--- config.mk ---
export PLATFORM = sky130hd
export DESIGN_NAME = rmp_top
export DESIGN_NICKNAME = d
export VERILOG_FILES = /design/src/logic/rmp_pkg.sv /design/src/logic/rmp_xlat_check.sv /design/src/logic/rmp_inv_slot.sv /design/src/logic/rmp_top.sv
export VERILOG_INCLUDE_DIRS = /design/src /design/src/logic
export SDC_FILE = /design/constraint.sdc
export NUM_CORES = 1
export LEC_CHECK = 0
export BUFFER_PORTS_ARGS = -buffer_cell sky130_fd_sc_hd__buf_2
export CORE_MARGIN = 2
export CORE_UTILIZATION = 30
export DETAILED_ROUTE_END_ITERATION = 6
export PLACE_DENSITY_LB_ADDON = 0.2
export SLEW_MARGIN = 20
export SYNTH_ARGS = -nofsm -noshare
export SYNTH_HDL_FRONTEND = slang
export SYNTH_HIERARCHICAL = 1
export SYNTH_SLANG_ARGS = --single-unit
--- constraint.sdc ---
create_clock -name core_clk_i -period 3.48 [get_ports core_clk_i]
set_input_delay 0.348 -clock core_clk_i [delete_from_list [all_inputs] [get_ports core_clk_i]]
set_output_delay 0.348 -clock core_clk_i [all_outputs]
set_load 0.1 [all_outputs]
--- src/logic/rmp_defs.svh ---
`ifndef RMP_DEFS_SVH
`define RMP_DEFS_SVH

// ****************************************************************
// Address window and fault reason codes
// ****************************************************************
`define RMP_WIN_HI        12'hFEE
`define RMP_FR_ROOT_NP    8'h01
`define RMP_FR_CTX_NP     8'h02
`define RMP_FR_BAD_PROG   8'h03
`define RMP_FR_RTA_ERR    8'h04
`define RMP_FR_CTP_ERR    8'h05
`define RMP_FR_RSVD       8'h0A
`define RMP_FR_TT_BLOCK   8'h0D
`define RMP_TT_PASS       2'h1
`define RMP_TT_BAD        2'h3
`define RMP_AW_SUPPORTED  8'h04

// ****************************************************************
// Invalidation completion counts and timing
// ****************************************************************
`define RMP_CNT_ZERO      3'h0
`define RMP_CNT_EIGHT     4'h8
`define RMP_CLK_PERIOD_NS 25
`define RMP_INV_TMO_NS    100000000

// ****************************************************************
// Register map (byte addresses) and fields
// ****************************************************************
`define RMP_REG_CTRL      5'h00
`define RMP_REG_STATUS    5'h04
`define RMP_REG_MASK      5'h08
`define RMP_REG_TAGS      5'h0C
`define RMP_REG_FAULT     5'h10
`define RMP_CTRL_EN       0
`define RMP_STS_ICE       0
`define RMP_STS_ITE       1
`define RMP_STS_FLT       2
`define RMP_STS_W         3
`define RMP_FAULT_QUAL    8

`endif

--- src/logic/rmp_pkg.sv ---
`default_nettype none
package rmp_pkg;

   // Outcome of the translated request check
   typedef enum logic [1:0] {
      RMP_RES_PASS  = 2'b00,
      RMP_RES_UR    = 2'b01,
      RMP_RES_FAULT = 2'b10
   } rmp_res_t;

endpackage : rmp_pkg
`default_nettype wire

--- src/logic/rmp_xlat_check.sv ---
`timescale 1ns/100ps
`default_nettype none
`include "rmp_defs.svh"
module rmp_xlat_check
   import rmp_pkg::*;
(
   input  wire logic        en_i,          // Remapping enabled
   input  wire logic        translated_i,  // Request marked translated
   input  wire logic        write_i,       // Write, else read
   input  wire logic [31:0] addr_i,        // Request address
   input  wire logic        root_err_i,    // Root table fetch error
   input  wire logic        root_p_i,      // Root entry present
   input  wire logic        root_rsvd_i,   // Root reserved bits nonzero
   input  wire logic        ctx_err_i,     // Context table fetch error
   input  wire logic        ctx_p_i,       // Context entry present
   input  wire logic        ctx_rsvd_i,    // Context reserved nonzero
   input  wire logic [2:0]  ctx_aw_i,      // address_width_field
   input  wire logic [1:0]  ctx_tt_i,      // Translation type
   output rmp_res_t         res_o,         // Outcome
   output logic [7:0]       reason_o,      // Fault reason
   output logic             qual_o         // Fault is qualified
);
   logic win;
   logic aw_bad;
   logic [7:0] aw_ok;

   assign aw_ok = `RMP_AW_SUPPORTED;
   assign win = (addr_i[31:20] == `RMP_WIN_HI);
   assign aw_bad = !aw_ok[ctx_aw_i];

   always_comb begin
      res_o = RMP_RES_PASS;
      reason_o = 8'h00;
      qual_o = 1'b0;
      if (win && !write_i) begin
         res_o = RMP_RES_UR;
      end else if (translated_i && en_i) begin
         res_o = RMP_RES_FAULT;
         if (win) begin
            res_o = RMP_RES_UR;
         end else if (root_err_i) begin
            reason_o = `RMP_FR_RTA_ERR;
         end else if (!root_p_i) begin
            reason_o = `RMP_FR_ROOT_NP;
         end else if (root_rsvd_i) begin
            reason_o = `RMP_FR_RSVD;
         end else if (ctx_err_i) begin
            reason_o = `RMP_FR_CTP_ERR;
         end else if (!ctx_p_i) begin
            reason_o = `RMP_FR_CTX_NP;
            qual_o = 1'b1;
         end else if (ctx_rsvd_i) begin
            reason_o = `RMP_FR_RSVD;
         end else if (aw_bad || ctx_tt_i == `RMP_TT_BAD) begin
            reason_o = `RMP_FR_BAD_PROG;
            qual_o = 1'b1;
         end else if (ctx_tt_i != `RMP_TT_PASS) begin
            reason_o = `RMP_FR_TT_BLOCK;
            qual_o = 1'b1;
         end else begin
            res_o = RMP_RES_PASS;
         end
      end
   end

endmodule : rmp_xlat_check
`default_nettype wire

--- src/logic/rmp_inv_slot.sv ---
`timescale 1ns/100ps
`default_nettype none
`include "rmp_defs.svh"
module rmp_inv_slot
   import rmp_pkg::*;
#(
   parameter int TMO_CYCLES = 4
)(
   input  wire logic        core_clk_i,  // Core clock
   input  wire logic        reset_i,     // Sync reset, active high
   input  wire logic        alloc_i,     // Allocate this tag
   input  wire logic [15:0] sid_i,       // Source on allocation
   input  wire logic        hit_i,       // Valid completion names tag
   input  wire logic [3:0]  target_i,    // Expected completions
   output logic             busy_o,      // Tag allocated
   output logic [15:0]      sid_o,       // Owning source
   output logic             done_o,      // Completed, freed
   output logic             tmo_o        // Timed out, freed
);
   localparam int TW = $clog2(TMO_CYCLES + 1);
   localparam logic [TW-1:0] TMO_LAST = TW'(TMO_CYCLES - 1);

   typedef struct packed {
      logic          busy;
      logic [15:0]   sid;
      logic [3:0]    cnt;
      logic [TW-1:0] tmr;
   } rmp_slot_t;

   rmp_slot_t q, d;
   logic [3:0] cnt_inc;

   assign cnt_inc = q.cnt + 4'h1;
   assign busy_o = q.busy;
   assign sid_o = q.sid;

   always_comb begin
      d = q;
      done_o = 1'b0;
      tmo_o = 1'b0;
      if (q.busy) begin
         if (hit_i && cnt_inc == target_i) begin
            done_o = 1'b1;
            d.busy = 1'b0;
         end else if (q.tmr == TMO_LAST) begin
            tmo_o = 1'b1;
            d.busy = 1'b0;
         end else begin
            d.tmr = q.tmr + TW'(1);
            if (hit_i) begin
               d.cnt = cnt_inc;
            end
         end
      end else if (alloc_i) begin
         d.busy = 1'b1;
         d.sid = sid_i;
         d.cnt = 4'h0;
         d.tmr = '0;
      end
   end

   always_ff @(posedge core_clk_i) begin
      if (reset_i) begin
         q <= '0;
      end else begin
         q <= d;
      end
   end

endmodule : rmp_inv_slot
`default_nettype wire

--- src/logic/rmp_top.sv ---
// Summary of operation
// With remapping on, translated writes to interrupt window end as UR.
// Every read to the interrupt window ends as UR, translated or not.
// A translated request hitting an error is blocked, UR, fault recorded.
// Qualified faults reported only when fault_report_disable is clear.
// Error-free translated requests pass unchanged with no translation.
// Root entry not present gives reason 1h, non-qualified.
// Context entry not present blocks with reason 2h.
// Unsupported width or type in context gives reason 3h, qualified.
// Root or context table fetch error blocks the request as UR.
// Nonzero reserved bits in present root or context give reason Ah.
// Present context with type 00b or 10b blocks, reason Dh.
// Each invalidation takes a free inval_tag, or waits for one.
// Each allocated tag counts its received completions.
// Allocation starts the tag timer and sends the invalidation message.
// Endpoint answers with tag vector and count of expected messages.
// Completion naming a tag not owned by source is dropped, error flag.
// Valid completion bumps counters; count 0 means 8; match frees tag.
// Timer expiry frees tag, sets timeout flag, may raise fault event.
// Tag count and timeout are parameters; reset frees all tags.
//
// Register access over Avalon-MM and the address map were chosen for this implementation.
`timescale 1ns/100ps
`default_nettype none
`include "rmp_defs.svh"
module rmp_top
   import rmp_pkg::*;
#(
   parameter int NTAG       = 8,
   parameter int TMO_CYCLES = `RMP_INV_TMO_NS / `RMP_CLK_PERIOD_NS
)(
   input  wire logic            core_clk_i,        // 40 MHz core clock
   input  wire logic            reset_i,           // Sync reset, high
   input  wire logic [4:0]      avs_address_i,     // Byte address
   input  wire logic            avs_read_i,        // Read request
   input  wire logic            avs_write_i,       // Write request
   input  wire logic [31:0]     avs_writedata_i,   // Write data
   input  wire logic [3:0]      avs_byteenable_i,  // Byte enables
   output logic [31:0]          avs_readdata_o,    // Read data
   output logic                 avs_waitrequest_o, // Stall
   output logic                 irq_o,             // Fault event level
   input  wire logic            xr_valid_i,        // Request strobe
   input  wire logic            xr_translated_i,   // Marked translated
   input  wire logic            xr_write_i,        // Write, else read
   input  wire logic [31:0]     xr_addr_i,         // Request address
   input  wire logic            root_err_i,        // Root fetch error
   input  wire logic            root_p_i,          // Root present
   input  wire logic            root_rsvd_i,       // Root reserved set
   input  wire logic            ctx_err_i,         // Context fetch error
   input  wire logic            ctx_p_i,           // Context present
   input  wire logic            ctx_rsvd_i,        // Context reserved set
   input  wire logic [2:0]      ctx_aw_i,          // address_width_field
   input  wire logic [1:0]      ctx_tt_i,          // Translation type
   input  wire logic            ctx_fpd_i,         // fault_report_disable
   output logic                 xr_valid_o,        // Outcome strobe
   output logic                 xr_ur_o,           // Unsupported Request
   output logic [31:0]          xr_addr_o,         // Forwarded address
   output logic                 flt_record_o,      // Fault recorded
   output logic                 flt_report_o,      // Fault to software
   output logic                 flt_qual_o,        // Fault qualified
   output logic [7:0]           flt_reason_o,      // Fault reason
   input  wire logic            inv_req_valid_i,   // Invalidation request
   input  wire logic [15:0]     inv_req_sid_i,     // Target endpoint
   output logic                 inv_req_ack_o,     // Request taken
   output logic                 inv_msg_valid_o,   // Message to endpoint
   output logic [$clog2(NTAG)-1:0] inv_msg_tag_o,  // inval_tag used
   output logic [15:0]          inv_msg_sid_o,     // Target endpoint
   input  wire logic            cpl_valid_i,       // Completion strobe
   input  wire logic [15:0]     cpl_sid_i,         // Responding source
   input  wire logic [NTAG-1:0] cpl_tag_vec_i,     // Tag vector
   input  wire logic [2:0]      cpl_count_i,       // Completion count
   output logic [NTAG-1:0]      inv_done_vec_o     // Tags completed
);
   localparam int TAG_W = $clog2(NTAG);

   // ****************************************************************
   // Elaboration checks
   // ****************************************************************
   if (NTAG < 2 || NTAG > 32) begin : g_bad_ntag
      $error("NTAG must be 2 to 32");
   end
   if (TMO_CYCLES < 2) begin : g_bad_tmo
      $error("TMO_CYCLES must be at least 2");
   end

   typedef struct packed {
      logic                 waitreq;
      logic [31:0]          rdata;
      logic                 en;
      logic [`RMP_STS_W-1:0] sts;
      logic [`RMP_STS_W-1:0] mask;
      logic                 irq;
      logic                 xr_valid;
      logic                 xr_ur;
      logic [31:0]          xr_addr;
      logic                 flt_rec;
      logic                 flt_rep;
      logic                 flt_qual;
      logic [7:0]           flt_reason;
      logic [7:0]           last_reason;
      logic                 last_qual;
      logic                 inv_ack;
      logic                 inv_msg;
      logic [TAG_W-1:0]     inv_tag;
      logic [15:0]          inv_sid;
      logic [NTAG-1:0]      done_vec;
   } rmp_top_t;

   rmp_top_t q, d;
   rmp_res_t chk_res;
   logic [7:0] chk_reason;
   logic chk_qual;
   logic [NTAG-1:0] busy, done, tmo, alloc, hit;
   logic [15:0] slot_sid [NTAG];
   logic [3:0] target;
   logic cpl_ok;
   logic cpl_bad;

   // ****************************************************************
   // Translated request check
   // ****************************************************************
   rmp_xlat_check u_check (
      .en_i         (q.en),
      .translated_i (xr_translated_i),
      .write_i      (xr_write_i),
      .addr_i       (xr_addr_i),
      .root_err_i   (root_err_i),
      .root_p_i     (root_p_i),
      .root_rsvd_i  (root_rsvd_i),
      .ctx_err_i    (ctx_err_i),
      .ctx_p_i      (ctx_p_i),
      .ctx_rsvd_i   (ctx_rsvd_i),
      .ctx_aw_i     (ctx_aw_i),
      .ctx_tt_i     (ctx_tt_i),
      .res_o        (chk_res),
      .reason_o     (chk_reason),
      .qual_o       (chk_qual)
   );

   // ****************************************************************
   // Invalidation tag slots
   // ****************************************************************
   for (genvar i = 0; i < NTAG; i++) begin : g_slot
      rmp_inv_slot #(.TMO_CYCLES(TMO_CYCLES)) u_slot (
         .core_clk_i (core_clk_i),
         .reset_i    (reset_i),
         .alloc_i    (alloc[i]),
         .sid_i      (inv_req_sid_i),
         .hit_i      (hit[i]),
         .target_i   (target),
         .busy_o     (busy[i]),
         .sid_o      (slot_sid[i]),
         .done_o     (done[i]),
         .tmo_o      (tmo[i])
      );
   end

   // Count of zero stands for eight
   assign target = (cpl_count_i == `RMP_CNT_ZERO) ?
                   `RMP_CNT_EIGHT : {1'b0, cpl_count_i};

   always_comb begin
      cpl_ok = 1'b1;
      for (int i = 0; i < NTAG; i++) begin
         if (cpl_tag_vec_i[i] &&
             (!busy[i] || slot_sid[i] != cpl_sid_i)) begin
            cpl_ok = 1'b0;
         end
      end
   end

   assign cpl_bad = cpl_valid_i && !cpl_ok;
   assign hit = (cpl_valid_i && cpl_ok) ? cpl_tag_vec_i : '0;

   // ****************************************************************
   // Next state
   // ****************************************************************
   always_comb begin
      logic                  req;
      logic                  take;
      logic                  found;
      logic [TAG_W-1:0]      idx;
      logic [`RMP_STS_W-1:0] set;
      logic [`RMP_STS_W-1:0] clr;
      req = avs_read_i || avs_write_i;
      take = req && !q.waitreq;
      found = 1'b0;
      idx = '0;
      set = '0;
      clr = '0;
      alloc = '0;
      d = q;

      // Bus slave: one wait state, then answer
      d.waitreq = !(req && q.waitreq);
      if (req && q.waitreq) begin
         unique case (avs_address_i)
            `RMP_REG_CTRL:   d.rdata = {31'h0, q.en};
            `RMP_REG_STATUS: d.rdata = {29'h0, q.sts};
            `RMP_REG_MASK:   d.rdata = {29'h0, q.mask};
            `RMP_REG_TAGS:   d.rdata = 32'(busy);
            `RMP_REG_FAULT:  d.rdata = {23'h0, q.last_qual, q.last_reason};
            default:         d.rdata = 32'h0;
         endcase
      end
      if (take && avs_write_i && avs_byteenable_i[0]) begin
         unique case (avs_address_i)
            `RMP_REG_CTRL:   d.en = avs_writedata_i[`RMP_CTRL_EN];
            `RMP_REG_STATUS: clr = avs_writedata_i[`RMP_STS_W-1:0];
            `RMP_REG_MASK:   d.mask = avs_writedata_i[`RMP_STS_W-1:0];
            default:         ;
         endcase
      end

      // Translated request outcome
      d.xr_valid = xr_valid_i;
      d.xr_ur = xr_valid_i && chk_res != RMP_RES_PASS;
      d.xr_addr = xr_addr_i;
      d.flt_rec = xr_valid_i && chk_res == RMP_RES_FAULT;
      d.flt_qual = chk_qual;
      d.flt_reason = chk_reason;
      d.flt_rep = d.flt_rec && (!chk_qual || !ctx_fpd_i);
      if (d.flt_rec) begin
         d.last_reason = chk_reason;
         d.last_qual = chk_qual;
      end
      set[`RMP_STS_FLT] = d.flt_rep;

      // Tag allocation, lowest free tag first
      for (int i = NTAG - 1; i >= 0; i--) begin
         if (!busy[i]) begin
            found = 1'b1;
            idx = TAG_W'(i);
         end
      end
      d.inv_ack = inv_req_valid_i && found && !q.inv_ack;
      d.inv_msg = d.inv_ack;
      if (d.inv_ack) begin
         alloc[idx] = 1'b1;
         d.inv_tag = idx;
         d.inv_sid = inv_req_sid_i;
      end
      d.done_vec = done;

      // Sticky status, set wins over clear
      set[`RMP_STS_ICE] = cpl_bad;
      set[`RMP_STS_ITE] = |tmo;
      d.sts = (q.sts & ~clr) | set;
      d.irq = |(d.sts & ~d.mask);
   end

   always_ff @(posedge core_clk_i) begin
      if (reset_i) begin
         q <= '0;
         q.waitreq <= 1'b1;
      end else begin
         q <= d;
      end
   end

   // ****************************************************************
   // Outputs
   // ****************************************************************
   assign avs_readdata_o = q.rdata;
   assign avs_waitrequest_o = q.waitreq;
   assign irq_o = q.irq;
   assign xr_valid_o = q.xr_valid;
   assign xr_ur_o = q.xr_ur;
   assign xr_addr_o = q.xr_addr;
   assign flt_record_o = q.flt_rec;
   assign flt_report_o = q.flt_rep;
   assign flt_qual_o = q.flt_qual;
   assign flt_reason_o = q.flt_reason;
   assign inv_req_ack_o = q.inv_ack;
   assign inv_msg_valid_o = q.inv_msg;
   assign inv_msg_tag_o = q.inv_tag;
   assign inv_msg_sid_o = q.inv_sid;
   assign inv_done_vec_o = q.done_vec;

   logic in_win;
   logic chk_go;
   assign in_win = xr_addr_i[31:20] == `RMP_WIN_HI;
   assign chk_go = xr_valid_i && xr_translated_i && q.en && !in_win;
endmodule : rmp_top
`default_nettype wire

==> results of run 1 <==
metal layers:
layer	vias to the layer above	share of wire	GRT usage
met5	-	0	0
met4	0	0.026	0.0521
met3	100	0.055	0.0285
met2	528	0.44	0.278
met1	9740	0.48	0.246
li1	10173	-	-
sequential cells by signal, summed over array words and instances, names as in the netlist, 9 cells and up:
name / count
g_slot.u_slot/q: 208
inv_msg_sid_o: 16
q: 16
avs_readdata_o: 9
xr_addr_o: 32
g_slot.u_slot/sid_o: 128
final cells by class:
type | count | area, um2 | area share
clock inverter | 26 | 340 | 0.0124
sequential | 444 | 8890 | 0.325
timing repair buffer | 352 | 2340 | 0.0856
multi-input combinational | 2056 | 12700 | 0.464
inverter | 53 | 200 | 0.00731
tap | 1050 | 1310 | 0.0480
clock buffer | 73 | 1590 | 0.0582
worst min path at each step:
stage / cells past startpoint / end / start / slack [ns]
floorplan: 1 / g_slot[0].u_slot/q[20]$_SDFFE_PP0P_ / g_slot[0].u_slot/q[20]$_SDFFE_PP0P_ / 0.43
global placement: 2 / q[29]$_SDFFE_PP0P_ / q[29]$_SDFFE_PP0P_ / 0.45
detailed placement: 1 / g_slot[3].u_slot/q[20]$_SDFFE_PP0P_ / g_slot[3].u_slot/q[20]$_SDFFE_PP0P_ / 0.45
CTS: 3 / q[87]$_SDFF_PP0_ / cpl_valid_i / 0.01
global route: 3 / q[86]$_SDFF_PP0_ / avs_writedata_i[2] / 0.05
finish: 3 / q[85]$_SDFF_PP0_ / avs_writedata_i[1] / 0.05
timing repair:
| action | CTS | global route |
|---|---|---|
| setup buffers | 0 | 6 |
| gates resized for setup | 8 | 25 |
| pin swaps | 0 | 18 |
| hold buffers | 32 | 0 |
| hold endpoints to repair | 32 | 0 |
| endpoints found under the setup margin | 4 | 75 |
power by group through the flow:
stage                     clock (W)  sequential [W]  combinational, W
after CTS                   0.00629         0.00520           0.00117
after global routing        0.00649         0.00520           0.00125
final                       0.00610         0.00520           0.00118
after detailed placement          0         0.00531           0.00114
after global placement            0         0.00531           0.00114
after floorplan                   0         0.00530          0.000864
layout by cell type, fill, tap and decap left out, types with 16 or more instances in the layout:
master	Yosys	final
a41oi_1	16	16
nor2b_1	65	65
or3_1	63	63
conb_1	2	27
o211ai_1	41	41
nand4_1	60	60
o31ai_1	25	17
dlygate4sd3_1	0	32
dfxtp_1	444	443
nor4b_1	24	24
buf_2	42	188
nor2_1	139	136
xnor2_1	67	67
buf_4	235	123
mux2i_1	28	28
xor2_1	141	141
o21ai_0	41	37
clkbuf_16	0	55
mux2_1	28	28
nor3b_1	35	35
inv_1	45	45
nor4_1	42	35
and3_1	40	40
or4_1	26	26
a21oi_1	235	235
nand3_1	119	117
nand2_1	453	453
ha_1	16	16
nor3_1	82	81
and2_1	27	26
cell families (layout without fill, tap and decap cells):
logic type	Yosys count	after routing	share of synthesized area
compound gates	496	496	0.134
xor+xnor	208	208	0.0757
fa+ha+maj	16	16	0.00831
buf+inv	451	504	0.114
flops	444	444	0.369
mux	67	67	0.0299
other cells	2	27	0.000312
simple gates	1242	1242	0.268
stage by stage:
step                cell area (um2)  std cells  hold WS [ns]  TNS, ns  total power [W]
floorplan                     24200       2951         0.434        0          0.00617
global placement              24900       3917         0.450    -7.30          0.00645
detailed placement            24900       3917         0.454   -16.35          0.00645
CTS                           27200       4048        0.0145        0           0.0127
global route                  27400       4054        0.0455  -0.0621           0.0129
finish                        27400       4054        0.0538        0           0.0125
worst max-delay path, cell delays in order (launching register included):
cell and delay, ns:
dfxtp_1 0.33, xor2_1 0.14, nor4_1 0.31, nand3_1 0.16, o21ai_2 0.15, buf_4 0.13
nand4_1 0.19, nor3_2 0.24, buf_6 0.18, and2_1 0.15, nand3_1 0.10, o31ai_2 0.25
nor2_1 0.11, nor4_2 0.27, buf_4 0.15, a31oi_1 0.12, nand2_1 0.09, o311ai_1 0.10
==> results.ini, run 1 <==
[clock_tree]
clkSlewWorstSetupHoldPaths_ns=0.06
clk_latency_ns=0.60
htreeDepth=2
cts_tree=yes
root_buffer=clkbuf_16
cts.sinks=444
clock_path_buffers=3
cts_made_buffers=53

[routing]
drtIter0Drc=1285
wirelength_mm=75.3
ant_nets=0
via_per_inst=5.07
drc=0
drt_pre_antenna_iters=6
avgRoutedWirePerCell_um=18.6
num_vias=20541

[die]
die_h_um=287
pin_count=245
rows=103
start_util=0.304
core_area_mm2=0.0793
dieArea_mm2=0.0825
die_x_um=287

[outcome]
status=completed

[synth]
yosys.area.top_type_share=0.369
synth_common_cells=nand2_1, dfxtp_1, a21oi_1, buf_4, xor2_1
yosysWarnings=6
synth-edff-count=0
async_reset_ff_frac=0
synth_seq_cells=444
synth.largest_area_cell=dfxtp_1
synth_flop_cell=dfxtp_1
syn_inst=2926
yosysMostFrequentCell=nand2_1
synth_area_leaders=dfxtp_1, buf_4, nand2_1, xor2_1, a21oi_1
syn_area_mm2=0.0241
ys_seq_area_frac=0.369
ys_types=78
synth.avg_cell_area_um2=8.23

[power_and_ir_drop]
max-vdd-ir-drop_mv=0.363
p_per_area_mw_per_mm2=456
power_frac_comb=0.095
leakagePower_nw=9.77
switching_share=0.262
intPower_w=0.00921
power_frac_clock=0.489
p_seq_frac=0.417
switchingPower_w=0.00327

[critical_path]
crit_type=reg -> reg
startpoint_type=register
crit_end=irq_o$_SDFF_PP0_
r2r-end=irq_o$_SDFF_PP0_
rrSetupSlack_ns=0.15
r2r_start=g_slot[6].u_slot/sid_o[10]$_SDFFE_PP0P_
critical_path_arrival_ns=3.78
endpoint_kind=register
cp_max_fo=8
r2r.worst_path.cells=17
cp.required_ns=3.93
cp-startpoint=g_slot[6].u_slot/sid_o[10]$_SDFFE_PP0P_

[sta]
timing.final.crit_share=0.956
rsz0062_at_grt=true
fmax_mhz=301
drv_slew=0
layout_setup_ws_ns=0.154
finalHoldViolations=0
worst_clock_skew_ns=0.0205
worstMarginPinSlew_ns=0.871
min_period_ns=3.33
slew_headroom=0.414
setup-violations-final=0

[grt]
grt_max_degree=103
grt.total_usage=0.176
first_global_vias=19398
grt_pass1_wl_mm=115
antenna_found_initial=3
overflow=0

[final_layout]
area_delta_synth_final_pct=13.7
fillers=8290
drive_above_1_share=0.169
num_antenna_cells=0
final_core_util=0.345
final_nets=3113

[placed_design]
place.gp.congestion=0.842
dp_hpwl_mm=52.2
dp_worst_setup_slack_ns=-0.418
port_buffers=189

[worst_hold_path]
hold_class=in -> reg

[job]
cap_violations=0

(Power assumes the default switching activity.)
==> run 2: changes to the inputs <==
--- a/config.mk
+++ b/config.mk
@@ -7,7 +7,7 @@
 export NUM_CORES = 1
 export LEC_CHECK = 0
 export BUFFER_PORTS_ARGS = -buffer_cell sky130_fd_sc_hd__buf_2
-export CORE_MARGIN = 2
+export CORE_MARGIN = 5
 export CORE_UTILIZATION = 30
 export DETAILED_ROUTE_END_ITERATION = 6
 export PLACE_DENSITY_LB_ADDON = 0.2
==> run 2 against run 1 <==
Count of clock-buffer cells in the layout grew 9. Flip-flop and latch count is the same. Cell area grew 0.15%. Clock power shrank 2%. Register-to-register slack gained 0.02 ns. Wire length grew 0.57%. Non-clock buffer count grew 8. Maximum frequency grew 0.52%. Core utilization grew 0.051 points. Sequential power is essentially flat. Critical endpoint unchanged. Largest power group unchanged.
==> results.ini, run 2 (synthesized netlist as in run 1, its figures left out) <==
[die]
dieArea_mm2=0.0860  ; +4.2%
start_util=0.304  ; unchanged
die_h_um=293  ; +2.1%
rows=103  ; unchanged
core_area_mm2=0.0793  ; unchanged
pin_count=245  ; unchanged
die_x_um=293  ; +2.1%

[critical_path]
cpPeakStageDelay_ns=0.33  ; about the same
cp_common_cell=nand4_1
cp_max_fo=8  ; unchanged
r2r.worst_path.cells=16  ; -1
crit_type=reg -> reg
endpoint_kind=register
startpoint_type=register
crit_path_top_delay_cell=dfxtp_1
r2r_start=g_slot[0].u_slot/sid_o[10]$_SDFFE_PP0P_
critical_path_arrival_ns=3.76  ; -0.02 ns
path_cells=xor2_1, nor4_2, nand4_1, o21ai_0, nand4_1, nor3_2, buf_6, and2_1, nand3_1, o31ai_2, nor2_1, nor4_1, buf_4, a31oi_2, nand2_1, o311ai_1
r2r-end=irq_o$_SDFF_PP0_
rrSetupSlack_ns=0.17  ; +0.02 ns
cp.required_ns=3.93  ; about the same

[grt]
first_global_vias=19426  ; +0.14%
grt_pass1_wl_mm=116  ; +0.92%
overflow=0  ; unchanged
grt_max_degree=117  ; +14%
grt.total_usage=0.168  ; -0.00879
antenna_found_initial=3  ; unchanged

[clock_tree]
clock_path_buffers=3  ; unchanged
clk_latency_ns=0.61  ; about the same
cts_made_buffers=54  ; +1.9%
cts.sinks=444  ; unchanged
htreeDepth=2  ; unchanged
clkSlewWorstSetupHoldPaths_ns=0.06  ; about the same
root_buffer=clkbuf_16
cts_tree=yes

[final_layout]
largest_register_ffs=208  ; unchanged
multi_input_area_mm2=0.0127  ; -0.15%
area_delta_synth_final_pct=13.8
final_nets=3122  ; +0.29%
drive_above_1_share=0.167  ; -0.00250
final_common_cell=nand2_1
top_register=g_slot.u_slot/q
final_cell_mix=nand2_1, dfxtp_1, a21oi_1
fillers=8299  ; +0.11%
regArea_mm2=0.00889  ; about the same
final_area_mm2=0.0274  ; +0.15%
num_antenna_cells=0  ; unchanged

[worst_hold_path]
hold_class=in -> reg
hold_path_depth=2  ; -1
hold_start=xr_addr_i[17]
holdPathEnd=xr_addr_o[17]$_SDFF_PP0_

[sta]
finalHoldViolations=0  ; unchanged
slew_headroom=0.405  ; -0.00952
worst_clock_skew_ns=0.0227  ; +0.00217 ns
fmax_mhz=302  ; +0.52%
worstMarginPinSlew_ns=0.885  ; +0.0136 ns
worst_hold_slack_ns=0.0230  ; -0.0307 ns
min_period_ns=3.31  ; -0.0172 ns
setup-violations-final=0  ; unchanged
setup_tns_ns=0  ; unchanged
timing.final.crit_share=0.951  ; -0.00493
drv_slew=0  ; unchanged

[job]
cap_violations=0  ; unchanged

[routing]
ant_nets=0  ; unchanged
drt_pre_antenna_iters=6  ; unchanged
drtIter0Drc=1233  ; -4.0%
avgRoutedWirePerCell_um=18.7  ; +0.35%
num_vias=20533  ; -0.039%
drc=0  ; unchanged
wirelength_mm=75.8  ; +0.57%
via_per_inst=5.05  ; -0.26%

[placed_design]
place_area_mm2=0.0250  ; +0.38%
port_buffers=189  ; unchanged
place.gp.congestion=0.852  ; +1.2%
dp_hpwl_mm=52.9  ; +1.3%

[power_and_ir_drop]
max-vdd-ir-drop_mv=0.348  ; -4.3%
leakagePower_nw=9.77  ; about the same
p_per_area_mw_per_mm2=450  ; -1.2%

[outcome]
status=completed

## run 2: cell count changes in the layout (fill, tap and decap cells not counted), moves of 3 or more
| cell | delta |
|---|---|
| clkbuf_1 | +9 |
| clkinv_2 | -8 |
| buf_12 | +4 |
| buf_4 | +3 |
## run 2: per-layer routing
metal	part of all wire	global-route usage
met3	0.051	0.0235
met5	0.00046	0
met2	0.45	0.270
met1	0.48	0.239
met4	0.020	0.0384
## run 2: metrics by stage
stage,std cells,setup slack (ns),util,power (W)
3_3_place_gp,3924,-0.375,0.316,0.00646
3_5_place_dp,3924,-0.403,0.316,0.00645
6_report,4063,0.171,0.346,0.0123
4_1_cts,4058,0.0183,0.344,0.0125
5_1_grt,4063,-0.0144,0.346,0.0128
2_1_floorplan,2951,0.407,-,0.00617
## run 2: layout make-up
| class | count | share of cell area |
|---|---|---|
| multi-input cells | 2056 | 0.462 |
| inverters | 53 | 0.00730 |
| flip-flops and latches | 444 | 0.324 |
| clock buffers | 82 | 0.0594 |
| well taps | 1050 | 0.0479 |
| clock inverters | 18 | 0.00931 |
| repair buffers | 360 | 0.0895 |
## run 2: repair_timing
item | 4_1_cts | 5_1_grt
endpoints found under the hold margin | 34 | 0
resized for setup | 6 | 19
buffers inserted | 0 | 5
hold buffers | 34 | 0
pin swaps | 0 | 8
endpoints found under the setup margin | 1 | 96
## run 2: how the worst max path moves through the flow
stage | start | endpoint | slack [ns] | cells after the start
after floorplan | cpl_sid_i[8] | irq_o$_SDFF_PP0_ | 0.41 | 16
after global placement | cpl_sid_i[5] | irq_o$_SDFF_PP0_ | -0.38 | 17
after detailed placement | cpl_sid_i[5] | irq_o$_SDFF_PP0_ | -0.40 | 17
after CTS | g_slot[2].u_slot/sid_o[2]$_SDFFE_PP0P_ | irq_o$_SDFF_PP0_ | 0.02 | 17
after global routing | g_slot[6].u_slot/sid_o[11]$_SDFFE_PP0P_ | irq_o$_SDFF_PP0_ | -0.01 | 15
final | g_slot[0].u_slot/sid_o[10]$_SDFFE_PP0P_ | irq_o$_SDFF_PP0_ | 0.17 | 16
## run 2: critical path: cells and delay by family, from the launching register on
family                    cells  cell delay [ns]
buffers and inverters         2             0.36
and+or+nand+nor               9             1.66
xor gates and xnor gates      1             0.18
AOI/OAI and AO/OA             4             0.63
DFF                           1             0.33
## run 2: where the power goes
group / internal (W) / switching [W] / total (W)
clock network: 0.00366 / 0.00230 / 0.00595
logic: 0.000289 / 0.000902 / 0.00119
registers: 0.00515 / 0.0000469 / 0.00520
